===== src/hw/synth_ctrl_pkg.sv =====
package synth_ctrl_pkg;
    // Configuration byte field positions
    localparam int CFG_INVERT_BIT = 7;
    localparam int CFG_SELECT_BIT = 6;
    localparam int CFG_LOCK_EN_BIT = 5;
    localparam int CFG_HOLD_BIT = 4;
    localparam int CFG_CUR_HI_BIT = 3;
    localparam int CFG_CUR_LO_BIT = 2;
    localparam int CFG_PORT_BIT = 1;
    localparam int CFG_OUTB_BIT = 0;
    localparam logic [7:0] CFG_RESET = 8'h00;

    // Transfer lengths that pick the destination register
    localparam logic [4:0] LEN_CFG = 5'h08;
    localparam logic [4:0] LEN_REF = 5'h10;
    localparam logic [4:0] LEN_LOOP = 5'h18;
    localparam logic [4:0] LEN_MAX = 5'h1f;

    // Reference divider word layout
    localparam int REF_MODE_LSB = 13;
    localparam int REF_DIV_W = 13;
    localparam logic [12:0] REF_DIV_RESET = 13'h0000;

    // Reference output modes
    localparam logic [2:0] REF_MODE_LOW = 3'h0;
    localparam logic [2:0] REF_MODE_OFF = 3'h2;
    localparam logic [2:0] REF_MODE_DIV1 = 3'h3;
    localparam logic [2:0] REF_MODE_DIV2 = 3'h4;
    localparam logic [2:0] REF_MODE_DIV4 = 3'h5;
    localparam logic [2:0] REF_MODE_DIV8 = 3'h6;
    localparam logic [2:0] REF_MODE_DIV16 = 3'h7;
    localparam logic [2:0] REF_MODE_RESET = REF_MODE_DIV8;

    // Loop divider word: output A function field
    localparam int OUTA_FN_LSB = 22;
    localparam logic [1:0] OUTA_DATA_OUT = 2'h0;
    localparam logic [1:0] OUTA_REF_PULSE = 2'h1;
    localparam logic [1:0] OUTA_VCO_PULSE = 2'h2;
    localparam logic [1:0] OUTA_PORT = 2'h3;
    localparam logic [23:0] LOOP_RESET = 24'h000000;

    // Pump current in percent of full scale, indexed by the two select bits
    localparam logic [6:0] PCT_FINE [4] = '{7'h46, 7'h50, 7'h5a, 7'h64};
    localparam logic [6:0] PCT_COARSE [4] = '{7'h19, 7'h32, 7'h4b, 7'h64};

    // Host hold time of the serial clock after enable rises
    localparam int CLK_PERIOD_NS = 40;
    localparam int INIT_HOLD_NS = 100;
    localparam int INIT_HOLD_CYC = (INIT_HOLD_NS + CLK_PERIOD_NS - 1) / CLK_PERIOD_NS;

    // Wake sequencer states, Gray along run -> hold -> wake, not on wake -> run
    typedef enum logic [1:0] {
        ST_RUN = 2'b00,
        ST_HOLD = 2'b01,
        ST_WAKE = 2'b11
    } wake_state_e;
endpackage : synth_ctrl_pkg


===== src/hw/ref_counter.sv =====
module ref_counter
    import synth_ctrl_pkg::*;
(
    // Clock and reset
    input wire logic sys_clk,
    input wire logic arst_n,
    // Control
    input wire logic tick,
    input wire logic run,
    input wire logic jam,
    input wire logic [12:0] divisor,
    // Result
    output logic pulse
);
    logic [12:0] cnt_reg, cnt_next; // Down counter
    logic pulse_reg, pulse_next; // Registered compare pulse

    // Count down, reload from the active ratio at the end of each cycle
    always_comb begin
        cnt_next = cnt_reg;
        pulse_next = 1'b0;
        if (jam) begin
            cnt_next = divisor; // Jam load restarts the cycle
        end else if (run && tick) begin
            if (cnt_reg <= 13'h0001) begin
                cnt_next = divisor; // New ratio at cycle end or on a jam load
                pulse_next = 1'b1;
            end else begin
                cnt_next = cnt_reg - 13'h0001;
            end
        end
    end

    // State registers
    always_ff @(posedge sys_clk or negedge arst_n) begin
        if (!arst_n) begin
            cnt_reg <= 13'h0000;
            pulse_reg <= 1'b0;
        end else begin
            cnt_reg <= cnt_next;
            pulse_reg <= pulse_next;
        end
    end

    assign pulse = pulse_reg;
endmodule : ref_counter


===== src/hw/synth_control_registers.sv =====
// How it works
// - Invert bit inverts pump, swaps dual outputs
// - Select bit picks single or dual detector
// - Lock enable drives lock, else low
// - Hold floats pump, raises duals, stops counters
// - In hold lock equals lock enable
// - Registers keep contents throughout hold
// - Static-low reference mode gates input in hold
// - Wake step one runs counters, blocks pulses
// - First vco pulse jam-loads, starts, unblocks
// - Fine mode gives 70 to 100 percent
// - Coarse mode gives 25 to 100 percent
// - Port function drives output A, fine steps
// - Bit zero floats or grounds output B
// - Hold leaves port bit alone
// - Eight bits load configuration byte only
// - Sixteen bits: mode now, ratio buffered
// - Second buffer ratio applies after count cycle
// - Three bytes load loop word, copy buffer
// - Reset selects data out, divide by eight
// - Upper three bits mode, lower thirteen ratio
// - Mode seven /16, three 1:1, two off
// - Lock is AND of dual outputs
module synth_control_registers
    import synth_ctrl_pkg::*;
(
    // Clock and reset
    input wire logic sys_clk,
    input wire logic arst_n,
    // Serial port from the host
    input wire logic ser_clk,
    input wire logic ser_data,
    input wire logic ser_enable,
    // Loop inputs
    input wire logic reference_input,
    input wire logic vco_compare_pulse,
    // Single-ended detector
    output logic charge_pump_source,
    output logic charge_pump_sink,
    output logic charge_pump_oe,
    output logic [6:0] pump_current_pct,
    output logic pump_bias_on,
    // Double-ended detector and lock
    output logic phi_ref_n,
    output logic phi_vco_n,
    output logic lock_indicator,
    // Counter and reference control
    output logic loop_counters_run,
    output logic ref_compare_pulse,
    output logic reference_output,
    output logic ref_input_enable,
    // General-purpose outputs
    output logic out_a,
    output logic out_b_out,
    output logic out_b_oe
);
    // Serial front end
    logic sclk_q_reg, sclk_q_next; // Previous serial clock
    logic sen_q_reg, sen_q_next; // Previous enable
    logic [23:0] shift_reg, shift_next; // Incoming bits
    logic [4:0] bit_cnt_reg, bit_cnt_next; // Bits since enable fell
    // Programmed registers
    logic [7:0] cfg_reg, cfg_next; // Configuration byte
    logic [2:0] ref_mode_reg, ref_mode_next; // Reference output mode
    logic [12:0] rbuf1_reg, rbuf1_next; // First ratio buffer
    logic [12:0] rbuf2_reg, rbuf2_next; // Active ratio buffer
    logic [23:0] loop_reg, loop_next; // Loop divider word
    logic data_out_reg, data_out_next; // Cascade data out
    logic sclk_rise;
    logic sen_rise;

    assign sclk_rise = ser_clk && !sclk_q_reg;
    assign sen_rise = ser_enable && !sen_q_reg;

    // Shift, count and dispatch on enable rising
    always_comb begin
        sclk_q_next = ser_clk;
        sen_q_next = ser_enable;
        shift_next = shift_reg;
        bit_cnt_next = bit_cnt_reg;
        cfg_next = cfg_reg;
        ref_mode_next = ref_mode_reg;
        rbuf1_next = rbuf1_reg;
        rbuf2_next = rbuf2_reg;
        loop_next = loop_reg;
        data_out_next = data_out_reg;
        if (!ser_enable && sclk_rise) begin
            shift_next = {shift_reg[22:0], ser_data};
            data_out_next = shift_reg[23]; // Bit falls out for cascading
            if (bit_cnt_reg != LEN_MAX) begin
                bit_cnt_next = bit_cnt_reg + 5'h01;
            end
        end
        if (sen_rise) begin
            bit_cnt_next = 5'h00;
            unique case (bit_cnt_reg)
                LEN_CFG: begin
                    cfg_next = shift_reg[7:0];
                end
                LEN_REF: begin
                    ref_mode_next = shift_reg[15:REF_MODE_LSB];
                    rbuf1_next = shift_reg[REF_DIV_W-1:0];
                end
                LEN_LOOP: begin
                    loop_next = shift_reg;
                    rbuf2_next = rbuf1_reg;
                end
                5'h00: begin
                    if (!ser_clk) begin
                        rbuf2_next = rbuf1_reg;
                    end
                end
                default: begin
                    // Odd lengths such as the init groups load nothing
                end
            endcase
        end
    end

    // Serial and register state
    always_ff @(posedge sys_clk or negedge arst_n) begin
        if (!arst_n) begin
            sclk_q_reg <= 1'b0;
            sen_q_reg <= 1'b1;
            shift_reg <= 24'h000000;
            bit_cnt_reg <= 5'h00;
            cfg_reg <= CFG_RESET;
            ref_mode_reg <= REF_MODE_RESET;
            rbuf1_reg <= REF_DIV_RESET;
            rbuf2_reg <= REF_DIV_RESET;
            loop_reg <= LOOP_RESET;
            data_out_reg <= 1'b0;
        end else begin
            sclk_q_reg <= sclk_q_next;
            sen_q_reg <= sen_q_next;
            shift_reg <= shift_next;
            bit_cnt_reg <= bit_cnt_next;
            cfg_reg <= cfg_next;
            ref_mode_reg <= ref_mode_next;
            rbuf1_reg <= rbuf1_next;
            rbuf2_reg <= rbuf2_next;
            loop_reg <= loop_next;
            data_out_reg <= data_out_next;
        end
    end

    // Decoded control bits
    logic hold;
    logic invert;
    logic select_single;
    logic lock_en;
    logic [1:0] outa_fn;
    assign hold = cfg_reg[CFG_HOLD_BIT];
    assign invert = cfg_reg[CFG_INVERT_BIT];
    assign select_single = cfg_reg[CFG_SELECT_BIT];
    assign lock_en = cfg_reg[CFG_LOCK_EN_BIT];
    assign outa_fn = loop_reg[OUTA_FN_LSB+1:OUTA_FN_LSB];

    // Wake sequencer
    wake_state_e state_reg, state_next;
    logic jam;
    always_comb begin
        state_next = state_reg;
        jam = 1'b0;
        unique case (state_reg)
            ST_RUN: begin
                if (hold) begin
                    state_next = ST_HOLD;
                end
            end
            ST_HOLD: begin
                if (!hold) begin
                    state_next = ST_WAKE;
                end
            end
            ST_WAKE: begin
                if (hold) begin
                    state_next = ST_HOLD;
                end else if (vco_compare_pulse) begin
                    jam = 1'b1;
                    state_next = ST_RUN;
                end
            end
        endcase
    end

    always_ff @(posedge sys_clk or negedge arst_n) begin
        if (!arst_n) begin
            state_reg <= ST_RUN;
        end else begin
            state_reg <= state_next;
        end
    end

    logic counting;
    logic pulses_on;
    assign counting = (state_reg != ST_HOLD) && !hold;
    assign pulses_on = (state_reg == ST_RUN) && !hold;
    assign loop_counters_run = counting;
    assign pump_bias_on = counting;

    // Reference input path and output divider
    logic ref_q_reg, ref_q_next;
    logic [3:0] ref_div_reg, ref_div_next;
    logic refo_reg, refo_next;
    logic ref_tick;
    logic ref_gate;
    assign ref_gate = !(hold && (ref_mode_reg == REF_MODE_LOW));
    assign ref_input_enable = ref_gate;
    assign ref_tick = reference_input && !ref_q_reg && ref_gate;

    always_comb begin
        ref_q_next = reference_input;
        ref_div_next = ref_tick ? ref_div_reg + 4'h1 : ref_div_reg;
        unique case (ref_mode_reg)
            REF_MODE_DIV1: refo_next = reference_input;
            REF_MODE_DIV2: refo_next = ref_div_reg[0];
            REF_MODE_DIV4: refo_next = ref_div_reg[1];
            REF_MODE_DIV8: refo_next = ref_div_reg[2];
            REF_MODE_DIV16: refo_next = ref_div_reg[3];
            default: refo_next = 1'b0; // Static low and disabled modes
        endcase
    end

    always_ff @(posedge sys_clk or negedge arst_n) begin
        if (!arst_n) begin
            ref_q_reg <= 1'b0;
            ref_div_reg <= 4'h0;
            refo_reg <= 1'b0;
        end else begin
            ref_q_reg <= ref_q_next;
            ref_div_reg <= ref_div_next;
            refo_reg <= refo_next;
        end
    end
    assign reference_output = refo_reg;

    // Reference counter, ratio taken from the active buffer
    ref_counter u_ref_counter (
        .sys_clk(sys_clk),
        .arst_n(arst_n),
        .tick(ref_tick),
        .run(counting),
        .jam(jam),
        .divisor(rbuf2_reg),
        .pulse(ref_compare_pulse)
    );

    // Phase/frequency detector flags
    logic ref_ahead_reg, ref_ahead_next;
    logic vco_ahead_reg, vco_ahead_next;
    always_comb begin
        ref_ahead_next = ref_ahead_reg;
        vco_ahead_next = vco_ahead_reg;
        if (jam || !pulses_on) begin
            ref_ahead_next = 1'b0; // Detector initialised
            vco_ahead_next = 1'b0;
        end else if (ref_compare_pulse && vco_compare_pulse) begin
            ref_ahead_next = 1'b0;
            vco_ahead_next = 1'b0;
        end else if (ref_ahead_reg && vco_compare_pulse) begin
            ref_ahead_next = 1'b0;
        end else if (vco_ahead_reg && ref_compare_pulse) begin
            vco_ahead_next = 1'b0;
        end else if (ref_compare_pulse) begin
            ref_ahead_next = 1'b1;
        end else if (vco_compare_pulse) begin
            vco_ahead_next = 1'b1;
        end
    end

    always_ff @(posedge sys_clk or negedge arst_n) begin
        if (!arst_n) begin
            ref_ahead_reg <= 1'b0;
            vco_ahead_reg <= 1'b0;
        end else begin
            ref_ahead_reg <= ref_ahead_next;
            vco_ahead_reg <= vco_ahead_next;
        end
    end

    // Output shaping of both detectors and the lock line
    logic single_on;
    logic dual_on;
    logic phi_r_raw, phi_v_raw;
    assign single_on = select_single && !hold;
    assign dual_on = !select_single && !hold;
    assign phi_r_raw = invert ? !vco_ahead_reg : !ref_ahead_reg;
    assign phi_v_raw = invert ? !ref_ahead_reg : !vco_ahead_reg;
    assign phi_ref_n = dual_on ? phi_r_raw : 1'b1;
    assign phi_vco_n = dual_on ? phi_v_raw : 1'b1;
    assign charge_pump_oe = single_on && (ref_ahead_reg || vco_ahead_reg);
    assign charge_pump_source = single_on && (invert ? vco_ahead_reg : ref_ahead_reg);
    assign charge_pump_sink = single_on && (invert ? ref_ahead_reg : vco_ahead_reg);
    // Lock follows the dual pins themselves, so a disabled pair reads as rest
    assign lock_indicator = hold ? lock_en : (lock_en && phi_ref_n && phi_vco_n);

    // Pump current and general-purpose outputs
    logic coarse;
    assign coarse = cfg_reg[CFG_PORT_BIT] && (outa_fn != OUTA_PORT);
    assign pump_current_pct = coarse ? PCT_COARSE[cfg_reg[CFG_CUR_HI_BIT:CFG_CUR_LO_BIT]]
                                     : PCT_FINE[cfg_reg[CFG_CUR_HI_BIT:CFG_CUR_LO_BIT]];

    always_comb begin
        unique case (outa_fn)
            OUTA_PORT: out_a = cfg_reg[CFG_PORT_BIT];
            OUTA_REF_PULSE: out_a = ref_compare_pulse;
            OUTA_VCO_PULSE: out_a = vco_compare_pulse;
            default: out_a = data_out_reg;
        endcase
    end
    assign out_b_out = 1'b0;
    assign out_b_oe = !cfg_reg[CFG_OUTB_BIT];

    // Checks
    a_cfg_load_eight: assert property (@(posedge sys_clk) disable iff (!arst_n)
        sen_rise && bit_cnt_reg == LEN_CFG |=> cfg_reg == $past(shift_reg[7:0]) && loop_reg == $past(loop_reg))
        else $error("Eight-bit transfer did not load configuration only");
    a_ref_buffered: assert property (@(posedge sys_clk) disable iff (!arst_n)
        sen_rise && bit_cnt_reg == LEN_REF |=> rbuf2_reg == $past(rbuf2_reg) && cfg_reg == $past(cfg_reg))
        else $error("Sixteen-bit transfer disturbed the active ratio");
    a_loop_copy: assert property (@(posedge sys_clk) disable iff (!arst_n)
        sen_rise && bit_cnt_reg == LEN_LOOP |=> rbuf2_reg == $past(rbuf1_reg) && cfg_reg == $past(cfg_reg))
        else $error("Loop transfer did not copy ratio buffer");
    a_hold_dual_high: assert property (@(posedge sys_clk) disable iff (!arst_n)
        hold |-> phi_ref_n && phi_vco_n && !charge_pump_oe && !loop_counters_run && !pump_bias_on)
        else $error("Hold did not silence detectors and counters");
    a_hold_lock_level: assert property (@(posedge sys_clk) disable iff (!arst_n)
        hold |-> lock_indicator == lock_en)
        else $error("Lock level wrong in hold");
    a_lock_off_low: assert property (@(posedge sys_clk) disable iff (!arst_n)
        !lock_en |-> !lock_indicator)
        else $error("Lock output not low when disabled");
    a_wake_blocked: assert property (@(posedge sys_clk) disable iff (!arst_n)
        state_reg == ST_WAKE |=> !ref_ahead_reg && !vco_ahead_reg)
        else $error("Detector moved before wake completed");
    a_wake_jam_run: assert property (@(posedge sys_clk) disable iff (!arst_n)
        state_reg == ST_WAKE && !hold && vco_compare_pulse |=> state_reg == ST_RUN)
        else $error("First vco pulse did not finish wake");
    a_hold_keeps_regs: assert property (@(posedge sys_clk) disable iff (!arst_n)
        hold && !sen_rise |=> $stable(loop_reg) && $stable(rbuf2_reg) && $stable(cfg_reg))
        else $error("Register changed in hold without a transfer");
    a_ref_gate_low: assert property (@(posedge sys_clk) disable iff (!arst_n)
        hold && ref_mode_reg == REF_MODE_LOW |-> !ref_input_enable)
        else $error("Reference input not gated in static-low hold");
    a_port_fine: assert property (@(posedge sys_clk) disable iff (!arst_n)
        outa_fn == OUTA_PORT |-> out_a == cfg_reg[CFG_PORT_BIT] && pump_current_pct >= PCT_FINE[0])
        else $error("Port function output or step mode wrong");
    a_outb_level: assert property (@(posedge sys_clk) disable iff (!arst_n)
        out_b_oe == !cfg_reg[CFG_OUTB_BIT])
        else $error("Output B drive wrong");
endmodule : synth_control_registers


===== config.mk =====
export PLATFORM = sky130hd
export DESIGN_NAME = synth_control_registers
export DESIGN_NICKNAME = d
export VERILOG_FILES = /design/src/hw/synth_ctrl_pkg.sv /design/src/hw/ref_counter.sv /design/src/hw/synth_control_registers.sv
export SDC_FILE = /design/constraint.sdc
export NUM_CORES = 1
export LEC_CHECK = 0
export ABC_CLOCK_PERIOD_IN_PS = 2260
export BUFFER_PORTS_ARGS = -buffer_cell sky130_fd_sc_hd__buf_4
export CORE_MARGIN = 3
export CORE_UTILIZATION = 40
export DETAILED_ROUTE_END_ITERATION = 12
export SYNTH_ARGS = -nofsm -noshare
export SYNTH_HDL_FRONTEND = slang
export SYNTH_SLANG_ARGS = --single-unit

===== constraint.sdc =====
create_clock -name sys_clk -period 2.26 [get_ports sys_clk]
set_input_delay 0.226 -clock sys_clk [delete_from_list [all_inputs] [get_ports sys_clk]]
set_output_delay 0.226 -clock sys_clk [all_outputs]
set_load 0.01 [all_outputs]

# Word-level counts from Yosys, hierarchy flattened

Cells that the tools add are included.
Widths: inputs -> output; s select.

Bits in registers: 117
Bits of input ports: 7
Output and inout port bits: 21
Logic and storage cells: 143

Add/sub/neg operators: 3
$lt $le $gt $ge: 2
Equal/unequal tests: 23
Muxes and demuxes: 46
Bitwise gates (word level): 1
Reduce and logical (&&, ||, !) cells: 50

Operators by type and width:

| kind                  | number |
|---|---|
| $mux 13               | 4 |
| $mux 7                | 5 |
| $bmux 7 s2            | 2 |
| $pmux 13 s2           | 1 |
| $mux 1                | 24 |
| $logic_and 1x1->1     | 20 |
| $mux 5                | 3 |
| $le 13x1->1 const B   | 1 |
| $sub 13x1->13 const B | 1 |
| $eq 3x3->1 const B    | 4 |
| $logic_not 1->1       | 11 |
| $eq 5x5->1 const B    | 2 |
| $reduce_and 2->1      | 5 |
| $reduce_and 3->1      | 3 |
| $mux 2                | 4 |
| $ne 2x2->1 const B    | 4 |
| $ne 4x4->1 const B    | 2 |
| $reduce_bool 2->1     | 4 |
| $reduce_bool 4->1     | 2 |
| $eq 2x2->1 const B    | 3 |
| $ne 3x3->1 const B    | 2 |
| $pmux 2 s3            | 1 |
| $add 5x1->5 const B   | 1 |
| $eq 5x4->1 const B    | 1 |
| 13 further kinds      | 15 |

# Depth between registers and ports, before layout

Gate-level depths: netlist of run 1.

Word-level depth: 7
Gate-level depth with buffers: 8
Mapped depth without buffers: 7

# Hierarchy

From an unflattened synthesis of run 1, not the netlist that was laid out.

Cell total of the unflattened synthesis: 354
Area total of the unflattened synthesis: 4514.3 um^2

Modules (own cells, without submodules):

| module                  | instances | cells an instance | area an instance (um^2) | seq. area each (um^2) |
|---|---|---|---|---|
| synth_control_registers | 1         | 245               | 3554.7                  | 2030.7 |
| ref_counter             | 1         | 109               | 959.7                   | 350.3 |

# Worst setup path before layout of run 1

No wires, ideal clock.

Kind: reg-to-reg
Start point: register u_ref_counter.cnt_reg[4]
End point: register u_ref_counter.cnt_reg[8]
Setup time: 0.124 ns
Arrival: 2.214 ns
Data required time: 2.136 ns
Path slack: -0.078 ns
Cell stages (with the launch flop): 8
Buffers on the path: 2
Period minus slack after synthesis: 2.338 ns
Cells stage by stage: dfrtp_1 -> or4_4 -> or4_4 -> buf_6 -> o22ai_4 -> buf_4 -> o21ai_1 -> a211o_1

Cells in the longest elaborated chain, start to end: 4

RTL lines:

| item                                         | line                                 | text |
|---|---|---|
| start, declared                              | ref_counter.sv:15                    | `logic [12:0] cnt_reg, cnt_next;` |
| start signal, assigned                       | ref_counter.sv:40                    | `cnt_reg <= cnt_next;` |
| $sub 13x1->13 or $le 13x1->1 (tied branches) | ref_counter.sv:29, ref_counter.sv:25 |  |
| $mux 13 *                                    | ref_counter.sv:25                    | `if (cnt_reg <= 13'h0001) begin` |
| $mux 13 *                                    | ref_counter.sv:24                    | `end else if (run && tick) begin` |
| $mux 13 *                                    | ref_counter.sv:22                    | `if (jam) begin` |

Every way passes the cells marked *; elsewhere a longest branch is shown, timed or not. The select of a mux whose other input is x is not followed.
A chain may end at the register's enable or synchronous reset.

# Worst setup path after layout of run 1

Start point: register u_ref_counter.cnt_reg[6]
End point: register u_ref_counter.cnt_reg[5]

Cells in the longest elaborated chain, start to end: 4

RTL lines:

| item        | line |
|---|---|
| $le 13x1->1 | ref_counter.sv:25 |
| $mux 13     | ref_counter.sv:25 |
| $mux 13     | ref_counter.sv:24 |
| $mux 13     | ref_counter.sv:22 |

Every way passes these cells. The select of a mux whose other input is x is not followed.

==> results list, run 1 <==
* Setup repair after global routing missed its margin: true
- Crit. Startpoint: u_ref_counter.cnt_reg[6]
* Routed wire per std cell: 15.2 um
- Mean number of vias per cell: 5.24
- Hold/Removal Path Class: input port to register
- The number of hold violations in the final report was 0.
- Area added between synthesis and finish: 17.2%
- RD Place Congestion: 0.858
- For the pin with the worst max-slew slack, the measured transition is 0.518 ns.
* Syn. warnings: 0
- In this run the cell area of the synthesized design comes to 4330 um2.
- Synthesized instance count: 347
- Number of enable-type register cells in the synthesized netlist: 0
- Wire segments on met2 add up to 3.67 mm in the final route.
* Worst reg2reg setup slack: -0.05 ns
* Clock tree root driver cell: sky130_fd_sc_hd__clkbuf_8
* Worst Clk Skew: 0.0110 ns
- Area fraction of the dominant cell type after synthesis: 53.2%
* Height of the die: 110 um
- Summed over all instances, the cell type with the most area after synthesis is sky130_fd_sc_hd__dfrtp_1.
- The flow ran to the end, but the final reports show violations.
- The critical path is of the register to register type.
- In this run the horizontal extent of the chip is 110 um.
- Prevailing post-synth register cell: sky130_fd_sc_hd__dfrtp_1
- Most frequent standard cell in the layout excluding fill and tap cells: sky130_fd_sc_hd__dfrtp_1
- After layout, the minimum clock period comes to 2.31 ns.
- Proportion of synthesized area in mux cells: 19.3%
* F_max: 433 MHz
- Fin nets: 411
* DRC violation count after routing: 0
- Highest metal used: met4
- Sorting the synthesized cells by area gives the leading types as sky130_fd_sc_hd__dfrtp_1 53%, sky130_fd_sc_hd__mux2_2 17%, sky130_fd_sc_hd__ha_1 2.6%, sky130_fd_sc_hd__dfstp_2 1.8%, sky130_fd_sc_hd__nand2_1 1.6%.
* Total number of placement rows: 37
- Starting utilization of the core area: 41.6%
* Commonest cells after routing, fill and taps aside: 92 x sky130_fd_sc_hd__dfrtp_1, 65 x sky130_fd_sc_hd__mux2_2, 44 x sky130_fd_sc_hd__buf_4
* Last element of the critical path: u_ref_counter.cnt_reg[5]
- I/O pin count: 28
- Worst Setup Slack, final: -0.0505 ns
- The pre-antenna-repair detailed-routing pass consisted of 4 iterations.
- Worst Path Max Fanout: 6
- Post-route core utilization: 48.7%
- The worst-case IR drop observed on VDD is 0.000393 V.
* WL met1: 4.13 mm
* WP data arrival: 2.55 ns
- Headroom to the max-slew limit: 65.3%
* Xor-xnor portion of the synthesized cell area: 1.21%
* HPWL after detailed placement: 5.68 mm
- Setup TNS: -0.186 ns
- Pleak: 2.41 nW
- The synthesized design contains 95 register bits.
- Summing the areas of all fa, ha and maj instances in the mapped netlist gives 2.60% of the synthesized area.
- The H-tree was split into 3 levels.
* Max-capacitance violation count: 0
- At the placement stage, the worst setup path has a slack of -0.0602 ns.
* Area of the die: 12100 um2
- Setup violations remaining at the end of the flow were counted as 7.
- For the worst flop-to-flop path, the logic depth is 6.
* Number of buffers on the longest clock path: 2
* Clock sink count: 95
- In the synthesized netlist the async set-or-reset flop fraction comes to 100%.
- Main combinational cell family by area after synthesis: multiplexers
- After layout, the worst path uses 102% of the clock period.
* Core area: 10400 um2
* Post-synthesis cell type count: 49
* Initial antenna violation count: 0
- Diodes inserted: 0
- CTS tree: built
* Source-to-sink clock delay at the later pin of the worst-skew pair: 0.35 ns
- WL final: 8.14 mm
* Share of layout cells above drive strength 1: 36.0%
- First-pass GRT wire length: 13.9 mm
- GR Util All Layers: 14.8%
- After synthesis, the mean cell area works out to 12.5 um2.
- Largest net degree at the start of global routing: 43
- Met3 layer wire length in the routed design: 179 um
- Buffers added on ports: 26
- ANT nets after route: 0
* Flip-flop count of the largest register, all copies and words added: 24
- First-iteration detailed-routing DRC count: 129
* Routed via count: 2806
* Final Power: 4.33 mW
- Post-synthesis share of cell area spent on and, or, nand and nor gates: 11.7%
- Data on the critical path is required at its endpoint by 2.50 ns.
- The synthesized netlist devotes 6.99% of its cell area to compound gates.
* Pins Over Slew Limit: 0
- Synthesis produced a netlist with a net count of 363.
- Summed over all layers, the global routing overflow is 0.
- Vias in the first global route: 2805
- Kind of launch point of the worst setup path: register
- Worst reg2reg path endpoint: u_ref_counter.cnt_reg[5]
- After clock tree synthesis, the clock-pin slew on the worst setup and hold paths is 0.09 ns.
- Clock buffer count from CTS: 9
- The checks that failed: negative setup slack.
* Sort of element at the end of the critical path: register
* Post-synthesis sequential area ratio: 55.0%
* Origin of the critical flop-to-flop path: u_ref_counter.cnt_reg[6]
* Areal power density over the cells: 854 nW/um2
==> worst min-delay path by stage <==
stage	startpoint	to	slack [ns]	depth (start not counted)
floorplan	arst_n	bit_cnt_reg[0]	-0.07	0
global placement	arst_n	rbuf2_reg[9]	0.20	1
detailed placement	arst_n	rbuf2_reg[9]	0.21	1
CTS	ser_data	shift_reg[0]	0.09	2
global route	ser_data	shift_reg[0]	0.09	2
finish	ser_data	shift_reg[0]	0.11	2
==> where the power goes <==
group	internal, mW	switching [mW]	total [mW]	leakage (nW)
registers	1.93	0.227	2.16	1.25
logic	0.486	0.508	0.994	1.05
clock network	0.582	0.596	1.18	0.110
total	3.00	1.33	4.33	2.41
==> Yosys cell counts (4+ instances only) <==
library cell,count
sky130_fd_sc_hd__dfrtp_1,92
sky130_fd_sc_hd__mux2_2,65
sky130_fd_sc_hd__nand2_1,19
sky130_fd_sc_hd__nor2_1,19
sky130_fd_sc_hd__inv_1,11
sky130_fd_sc_hd__clkbuf_1,9
sky130_fd_sc_hd__ha_1,9
sky130_fd_sc_hd__nand3_1,9
sky130_fd_sc_hd__a21oi_1,8
sky130_fd_sc_hd__a211o_1,7
sky130_fd_sc_hd__nor3_1,7
sky130_fd_sc_hd__o21ai_0,7
sky130_fd_sc_hd__and3_1,6
sky130_fd_sc_hd__mux2i_1,6
sky130_fd_sc_hd__nor2b_1,5
sky130_fd_sc_hd__and2_1,4
sky130_fd_sc_hd__nand2b_1,4
sky130_fd_sc_hd__nor4_1,4
==> worst max-delay path, stage by stage, from the launching register on <==
cell                      delay, ns
sky130_fd_sc_hd__dfrtp_1       0.39
sky130_fd_sc_hd__or4_4         0.53
sky130_fd_sc_hd__or4_4         0.50
sky130_fd_sc_hd__o22ai_4       0.29
sky130_fd_sc_hd__buf_4         0.19
sky130_fd_sc_hd__a21oi_1       0.04
sky130_fd_sc_hd__a211o_1       0.27
==> cell families after synthesis <==
logic type               Yosys count
XOR/XNOR                           6
AND/OR/NAND/NOR                   95
AO/OA/AOI/OAI                     42
multiplexers                      73
other                              1
flip-flops                        95
buffers and inverters             26
adder cells (fa/ha/maj)            9
==> layout make-up <==
type / instances / area (um2)
well taps: 136 / 170
flip-flops and latches: 95 / 2380
clock inverters: 5 / 65.1
clock buffers: 11 / 151
repair buffers: 51 / 413
fillers: 954 / 5340
inverters: 11 / 41.3
multi-input cells: 227 / 1850
==> per-stage QoR <==
stage | hold slack, ns | instances | cell area, um2
2_1_floorplan | -0.0696 | 347 | 4330
3_5_place_dp | 0.206 | 514 | 4780
5_1_grt | 0.0881 | 536 | 5070
6_report | 0.106 | 536 | 5070
3_3_place_gp | 0.199 | 514 | 4780
4_1_cts | 0.0881 | 535 | 5050
==> routing by layer <==
metal | vias up | track usage [%]
li1 | 1341 | -
met1 | 1416 | 21.8
met2 | 34 | 22.1
met3 | 15 | 2.27
met4 | 0 | 5.61
met5 | - | 0
==> repair_timing <==
action	in CTS	in global routing
setup endpoints to repair	9	12
setup buffers	0	1
hold buffers	4	0
gates resized for setup	0	4
hold endpoints to repair	35	0
pin swaps	1	1
gates cloned	1	0
(Power assumes the default switching activity.)
==> run 2, diff against run 1 <==
--- a/config.mk
+++ b/config.mk
@@ -5,8 +5,9 @@
 export SDC_FILE = /design/constraint.sdc
 export NUM_CORES = 1
 export LEC_CHECK = 0
-export ABC_CLOCK_PERIOD_IN_PS = 2260
+export ABC_CLOCK_PERIOD_IN_PS = 2500
 export BUFFER_PORTS_ARGS = -buffer_cell sky130_fd_sc_hd__buf_4
+export CAP_MARGIN = 20
 export CORE_MARGIN = 3
 export CORE_UTILIZATION = 40
 export DETAILED_ROUTE_END_ITERATION = 12
==> constraint.sdc (replaced) <==
create_clock -name sys_clk -period 2.5 [get_ports sys_clk]
set_input_delay 0.25 -clock sys_clk [delete_from_list [all_inputs] [get_ports sys_clk]]
set_output_delay 0.25 -clock sys_clk [all_outputs]
set_load 0.01 [all_outputs]
==> run 2 against run 1 <==
  * The flow now finishes without violations
  * Hold slack improved by 0.013 ns
  * Combinational power shrank 21%
  * Count of clock-buffer cells in the layout decreased by 2
  * Register-to-register slack improved by 0.12 ns
  * Fmax fell by 4.9%
  * Via count shrank 1.8%
  * Sequential cell count did not move
  * Clock power fell by 10%
  * Non-clock buffer count down 14
  * Largest cell class unchanged
  * Largest power group unchanged
==> results list, run 2 (same netlist as run 1, synthesis figures left out) <==
- Seq. cell area: 2380 um2 (about the same)
- The max-cap check violation count was 0 (unchanged).
* Share of the cycle needed by the critical path after routing: 97.2% (was 102%)
- Worst Max-Slew Pin Slew: 0.672 ns (was 0.518 ns)
- Run status: finished clean (was complete, but fails checks)
- Most frequent standard cell in the layout excluding fill and tap cells: sky130_fd_sc_hd__dfrtp_1 (unchanged)
* F_max: 412 MHz (was 433 MHz)
* Worst Clk Skew: 0.0195 ns (was 0.0110 ns)
* Source-to-sink clock delay at the later pin of the worst-skew pair: 0.37 ns (was 0.35 ns)
- The post-route setup TNS was 0 ns (was -0.186 ns).
* Dpl cell area: 4690 um2 (was 4780 um2)
* Pins Over Slew Limit: 0 (unchanged)
- GRT overflow: 0 (unchanged)
- The via count of the first global-routing pass was 2798 (was 2805).
- Initial antenna violation count: 0 (unchanged)
* Share of layout cells above drive strength 1: 33.5% (was 36.0%)
- Router iterations before antenna repair: 4 (unchanged)
- The power density of the placed cells was 771 nW/um2 (was 854 nW/um2).
* Clock sink count: 95 (unchanged)
- The highest net fanout along the worst path was 30 (was 6).
* Count of filler cells inserted in the layout: 962 (was 954)
* Area of the die: 12100 um2 (unchanged)
* Post-Layout Inst Area: 4950 um2 (was 5070 um2)
- The worst path arrival time came to 2.67 ns (was 2.55 ns).
- Setup repair after global routing missed its margin: false (was true).
* Kind of launch point of the worst setup path: register (unchanged)
- The worst-case setup slack after placement is 0.0966 ns (was -0.0602 ns).
- Total number of placement rows: 37 (unchanged)
- Hold/Removal Path Class: input port to register (unchanged)
* Commonest cells after routing, fill and taps aside: 91 x sky130_fd_sc_hd__dfrtp_1, 65 x sky130_fd_sc_hd__mux2_2, 31 x sky130_fd_sc_hd__buf_4 (was 92 x sky130_fd_sc_hd__dfrtp_1, 65 x sky130_fd_sc_hd__mux2_2, 44 x sky130_fd_sc_hd__buf_4)
- Peak supply drop: 0.000337 V (was 0.000393 V)
- The type of the worst setup path is register to register (unchanged).
- Core area: 10400 um2 (unchanged)
- Clock slew at reported path FFs: 0.10 ns (was 0.09 ns)
* Final critical path time including I/O delays and setup: 2.43 ns (was 2.31 ns)
* Area added between synthesis and finish: 14.3% (was 17.2%)
* Crit-path most repeated cell: sky130_fd_sc_hd__or4_4 (unchanged)
* First-pass GRT wire length: 13.8 mm (was 13.9 mm)
- The critical path capture point type is a register (unchanged).
- The number of levels the H-tree was split into came to 3 (unchanged).
- The total global-route track usage came to 14.6% (was 14.8%).
- The post-route worst setup slack was 0.0711 ns (was -0.0505 ns).
- The initial core utilization is 41.6% (unchanged).
* Flip-flop count of the largest register, all copies and words added: 24 (unchanged)
- CTS tree: built (unchanged)
- The required time reported for the critical path endpoint came to 2.74 ns (was 2.50 ns).
- Cell chain of the critical path: or4_4 > or4_4 > o22ai_4 > buf_12 > nor4_1 > a221o_1 (was or4_4 > or4_4 > o22ai_4 > buf_4 > a21oi_1 > a211o_1).
- Buffers added on ports: 26 (unchanged)
- The routability congestion estimate from global placement came to 0.746 (was 0.858).
* Number of buffers on the longest clock path: 2 (unchanged)
- Diodes inserted: 0 (unchanged)
- Routed wire per std cell: 15.4 um (was 15.2 um)
- HPWL after detailed placement: 5.41 mm (was 5.68 mm)
- Headroom to the max-slew limit: 55.2% (was 65.3%)
- The overall power is 3.81 mW (was 4.33 mW).
* Fin nets: 396 (was 411)
- The initial detailed-routing violation count came to 91 (was 129).
- The area of the multi-input gates is 1830 um2 (was 1850 um2).
- Count of endpoints failing hold in the final timing report: 0 (unchanged)
- Pleak: 2.34 nW (was 2.41 nW)
- Critical-path top delay cell: sky130_fd_sc_hd__or4_4 (unchanged)
- DRC violation count after routing: 0 (unchanged)
- The horizontal die dimension is 110 um (unchanged).
* Routed via count: 2755 (was 2806)
* Delay of the slowest critical-path stage: 0.55 ns (was 0.53 ns)
- The number of buffers and inverters on the critical path came to 1 (unchanged).
* ANT nets after route: 0 (unchanged)
- The routed via count divided by cell count came to 5.29 (was 5.24).
- The pin count of the biggest net entering global routing was 54 (was 43).
- The die extent in y is 110 um (unchanged).
- The dominant delay contributor by cell family on the critical path is simple AND/OR/NAND/NOR gates (unchanged).
- I/O pin count: 28 (unchanged)
- The root buffer selected by CTS is sky130_fd_sc_hd__clkbuf_8 (unchanged).
- Clock buffer count from CTS: 9 (unchanged)
- WL final: 8.00 mm (was 8.14 mm)
- The number of setup violations in the final report is 0 (was 7).
-- run 2: cell type report --
class	count	share of cell area, %
clock inverters	7	1.69
repair buffers	37	6.32
multi-input cells	226	37.1
inverters	11	0.834
clock buffers	9	2.50
well taps	136	3.44
flip-flops and latches	95	48.1
-- run 2: repair_timing --
item,4_1_cts,5_1_grt
setup buffers,0,0
hold buffers,4,0
endpoints found under the setup margin,0,1
gates resized for setup,0,2
hold endpoints to repair,53,0
-- run 2: final timing paths --
check                                                 end  slack [ns]                     start  cells past startpoint
min in group asynchronous                   shift_reg[11]        0.48                    arst_n                      2
worst min-delay path                        ref_ahead_reg        0.12         vco_compare_pulse                      2
worst max-delay path            u_ref_counter.cnt_reg[12]        0.07  u_ref_counter.cnt_reg[4]                      6
worst max register to register  u_ref_counter.cnt_reg[12]        0.07  u_ref_counter.cnt_reg[4]                      6
max in group asynchronous                       sen_q_reg        1.29                    arst_n                      3
worst min register to register             ref_div_reg[3]        0.47            ref_div_reg[3]                      1
-- run 2: metrics by stage --
stage                     instances  util, %  hold slack (ns)
final                           521     47.5            0.119
after global routing            521     47.5           0.0916
after CTS                       521     47.4           0.0993
after detailed placement        501     45.0            0.343
after global placement          501     45.0            0.339
after floorplan                 347        -          -0.0456
-- run 2: report_power, final --
part,switching [mW],total [mW],internal (mW)
clock network,0.571,1.06,0.486
registers,0.225,1.97,1.75
logic,0.412,0.785,0.373
-- run 2: routing by layer --
| layer | GRT usage, % | vias up | routed length (um) |
|---|---|---|---|
| met1 | 20.3 | 1407 | 3980 |
| met4 | 3.47 | 0 | 71 |
| met2 | 22.7 | 29 | 3710 |
| li1 | - | 1314 | - |
| met3 | 3.96 | 5 | 240 |
| met5 | 0 | - | 0 |
==> run 3, diff against run 2 <==
--- a/config.mk
+++ b/config.mk
@@ -9,7 +9,7 @@
 export BUFFER_PORTS_ARGS = -buffer_cell sky130_fd_sc_hd__buf_4
 export CAP_MARGIN = 20
 export CORE_MARGIN = 3
-export CORE_UTILIZATION = 40
+export CORE_UTILIZATION = 30
 export DETAILED_ROUTE_END_ITERATION = 12
 export SYNTH_ARGS = -nofsm -noshare
 export SYNTH_HDL_FRONTEND = slang
==> run 3 against run 2 <==
  * Final cell count up 7.7%
  * Clock power increased by 36%
  * Worst setup slack gained 0.0084 ns
  * Largest cell class unchanged
  * Cell area grew 2.5%
  * Register-to-register slack barely moved
==> results list, run 3 (same netlist as run 1, synthesis figures left out) <==
- The final period demand of the worst path is 2.42 ns (was 2.43 ns).
- The count of final max-slew check failures came to 0 (unchanged).
- Commonest cells after routing, fill and taps aside: 92 x sky130_fd_sc_hd__dfrtp_1, 65 x sky130_fd_sc_hd__mux2_2, 31 x sky130_fd_sc_hd__buf_4 (was 91 x sky130_fd_sc_hd__dfrtp_1, 65 x sky130_fd_sc_hd__mux2_2, 31 x sky130_fd_sc_hd__buf_4)
- Max-capacitance violation count: 0 (unchanged)
- The buffer depth of the longest clock path was 2 (unchanged).
- Core area: 14000 um2 (was 10400 um2)
- HPWL after detailed placement: 5.33 mm (was 5.41 mm)
- The initial detailed-routing violation count came to 112 (was 91).
- Peak supply drop: 0.000394 V (was 0.000337 V)
* Routed via count: 2717 (was 2755)
- The average wire per cell in the routed design was 14.0 um (was 15.4 um).
* RD Place Congestion: 0.730 (was 0.746)
- Kind of launch point of the worst setup path: register (unchanged)
- The number of sinks handled by clock tree synthesis is 95 (unchanged).
* Share of layout cells above drive strength 1: 32.5% (was 33.5%)
* Seq. cell area: 2380 um2 (about the same)
* Final Power: 4.19 mW (was 3.81 mW)
* GR Util All Layers: 10.5% (was 14.6%)
- The root buffer selected by CTS is sky130_fd_sc_hd__clkbuf_16 (was sky130_fd_sc_hd__clkbuf_8).
- DRC violation count after routing: 0 (unchanged)
- The worst path arrival time is 2.64 ns (was 2.67 ns).
* Last element of the critical path: u_ref_counter.cnt_reg[8] (was u_ref_counter.cnt_reg[12])
- Worst Clk Skew: 0.00476 ns (was 0.0195 ns)
* Share of the cycle needed by the critical path after routing: 96.8% (was 97.2%)
- Count of endpoints failing hold in the final timing report: 0 (unchanged)
- The tightest slew margin relative to the limit was 64.0% (was 55.2%).
- The net count reported at finish was 393 (was 396).
- The CTS tree was built (unchanged).
- Worst reg2reg path endpoint: u_ref_counter.cnt_reg[8] (was u_ref_counter.cnt_reg[12])
- Mean number of vias per cell: 4.84 (was 5.29)
* Worst reg2reg setup slack: 0.08 ns (was 0.07 ns)
- Worst Path Max Fanout: 30 (unchanged)
* Most frequent standard cell in the layout excluding fill and tap cells: sky130_fd_sc_hd__dfrtp_1 (unchanged)
* Crit path required time: 2.72 ns (was 2.74 ns)
- Area added between synthesis and finish: 17.1% (was 14.3%)
* First-pass GRT wire length: 13.6 mm (was 13.8 mm)
- The clock edge transition at the registers on the reported setup and hold paths came to 0.06 ns (was 0.10 ns).
- The row count is 43 (was 37).
- The total clock buffers created by CTS is 9 (unchanged).
- Setup TNS: 0 ns (unchanged)
* Area of the die: 15900 um2 (was 12100 um2)
- The number of setup violations in the final report is 0 (unchanged).
- The flip-flop count of the largest register after layout was 24 (unchanged).
- The die extent in y is 126 um (was 110 um).
* Post-route core utilization: 36.3% (was 47.5%)
- Source-to-sink clock delay at the later pin of the worst-skew pair: 0.33 ns (was 0.37 ns)
- Sort of element at the end of the critical path: register (unchanged)
- GRT overflow: 0 (unchanged)
* ANT nets after route: 0 (unchanged)
* Total number of H-tree levels: 3 (unchanged)
- The slew of the pin with the lowest slew margin was 0.539 ns (was 0.672 ns).
- Run status: finished clean (unchanged)
- The number of fillers in the final layout was 1340 (was 962).
- The count of buffers inserted at the top-level ports is 26 (unchanged).
- WL final: 7.86 mm (was 8.00 mm)
- F_max: 413 MHz (was 412 MHz)
- I/O pin count: 28 (unchanged)
* Origin of the critical flop-to-flop path: u_ref_counter.cnt_reg[4] (unchanged)
- Area taken by multi-input logic gates: 1830 um2 (about the same)
- Starting utilization of the core area: 30.9% (was 41.6%)
- Areal power density over the cells: 826 nW/um2 (was 771 nW/um2)
- The via count of the first global-routing pass came to 2749 (was 2798).
* Pleak: 2.37 nW (was 2.34 nW)
- Setup repair after global routing missed its margin: false (unchanged)
- The logic depth of the worst register-to-register path was 6 (unchanged).
- Router iterations before antenna repair: 4 (unchanged)
* Hold/Removal Path Class: input port to register (unchanged)
* Horiz. Die Dim: 126 um (was 110 um)
* Critical setup path kind: register to register (unchanged)
* Crit. Startpoint: u_ref_counter.cnt_reg[4] (unchanged)
* Largest net degree at the start of global routing: 96 (was 54)
- Diodes inserted: 0 (unchanged)
- Initial antenna violation count: 0 (unchanged)
==> run 3: cell types whose count changed in the layout (fill, tap and decap cells not counted), sizes merged <==
cell         change
inv              -5
clkbuf           +3
clkinv           -1
dlygate4sd3      -3
clkinvlp         +1
bufinv           +1
==> run 3: per-stage QoR <==
| step | hold WS [ns] | cells | worst slack (ns) | area [um2] |
|---|---|---|---|---|
| floorplan | -0.0456 | 347 | 0.162 | 4330 |
| global placement | 0.341 | 545 | 0.140 | 4750 |
| detailed placement | 0.343 | 545 | 0.0957 | 4750 |
| CTS | 0.0272 | 561 | 0.0884 | 5070 |
| global route | 0.0302 | 561 | 0.00803 | 5070 |
| finish | 0.0438 | 561 | 0.0795 | 5070 |
==> run 3: how the worst min path moves through the flow <==
stage	slack, ns	cells past startpoint	end	from
5_1_grt	0.03	1	ref_q_reg	reference_input
3_5_place_dp	0.34	2	u_ref_counter.cnt_reg[10]	arst_n
3_3_place_gp	0.34	2	rbuf2_reg[10]	arst_n
6_report	0.04	1	ref_q_reg	reference_input
4_1_cts	0.03	1	ref_q_reg	reference_input
2_1_floorplan	-0.05	0	bit_cnt_reg[0]	arst_n
==> run 3: area by class of cell <==
class | instances | area share (%)
multi-input combinational | 226 | 36.0
timing repair buffer | 34 | 5.58
tap | 180 | 4.44
sequential | 95 | 47.0
clock buffer | 12 | 4.86
clock inverter | 3 | 1.33
inverter | 11 | 0.814
==> run 3: routing by layer <==
| metal | vias up | wire length (um) | global-route usage, % |
|---|---|---|---|
| met5 | - | 0 | 0 |
| met4 | 0 | 137 | 4.73 |
| met3 | 13 | 163 | 1.74 |
| met2 | 23 | 3690 | 16.0 |
| met1 | 1372 | 3870 | 14.6 |
| li1 | 1309 | - | - |
==> run 3: timing repair <==
item | 4_1_cts | 5_1_grt
endpoints found under the hold margin | 33 | 0
endpoints found under the setup margin | 0 | 0
hold buffers | 1 | 0
setup buffers | 0 | 0
gates resized for setup | 0 | 0
==> run 3: where the power goes <==
group          total (mW)  internal [mW]  switching (mW)
combinational       0.774          0.370           0.404
clock                1.44          0.899           0.544
sequential           1.97           1.75           0.224
total                4.19           3.02            1.17
==> run 3: critical path: stages (launching register included) <==
cell and delay, ns:
sky130_fd_sc_hd__dfrtp_1 0.43, sky130_fd_sc_hd__or4_4 0.56, sky130_fd_sc_hd__or4_4 0.50, sky130_fd_sc_hd__o22ai_4 0.22
sky130_fd_sc_hd__buf_12 0.20, sky130_fd_sc_hd__o21ai_1 0.09, sky130_fd_sc_hd__a211o_1 0.30
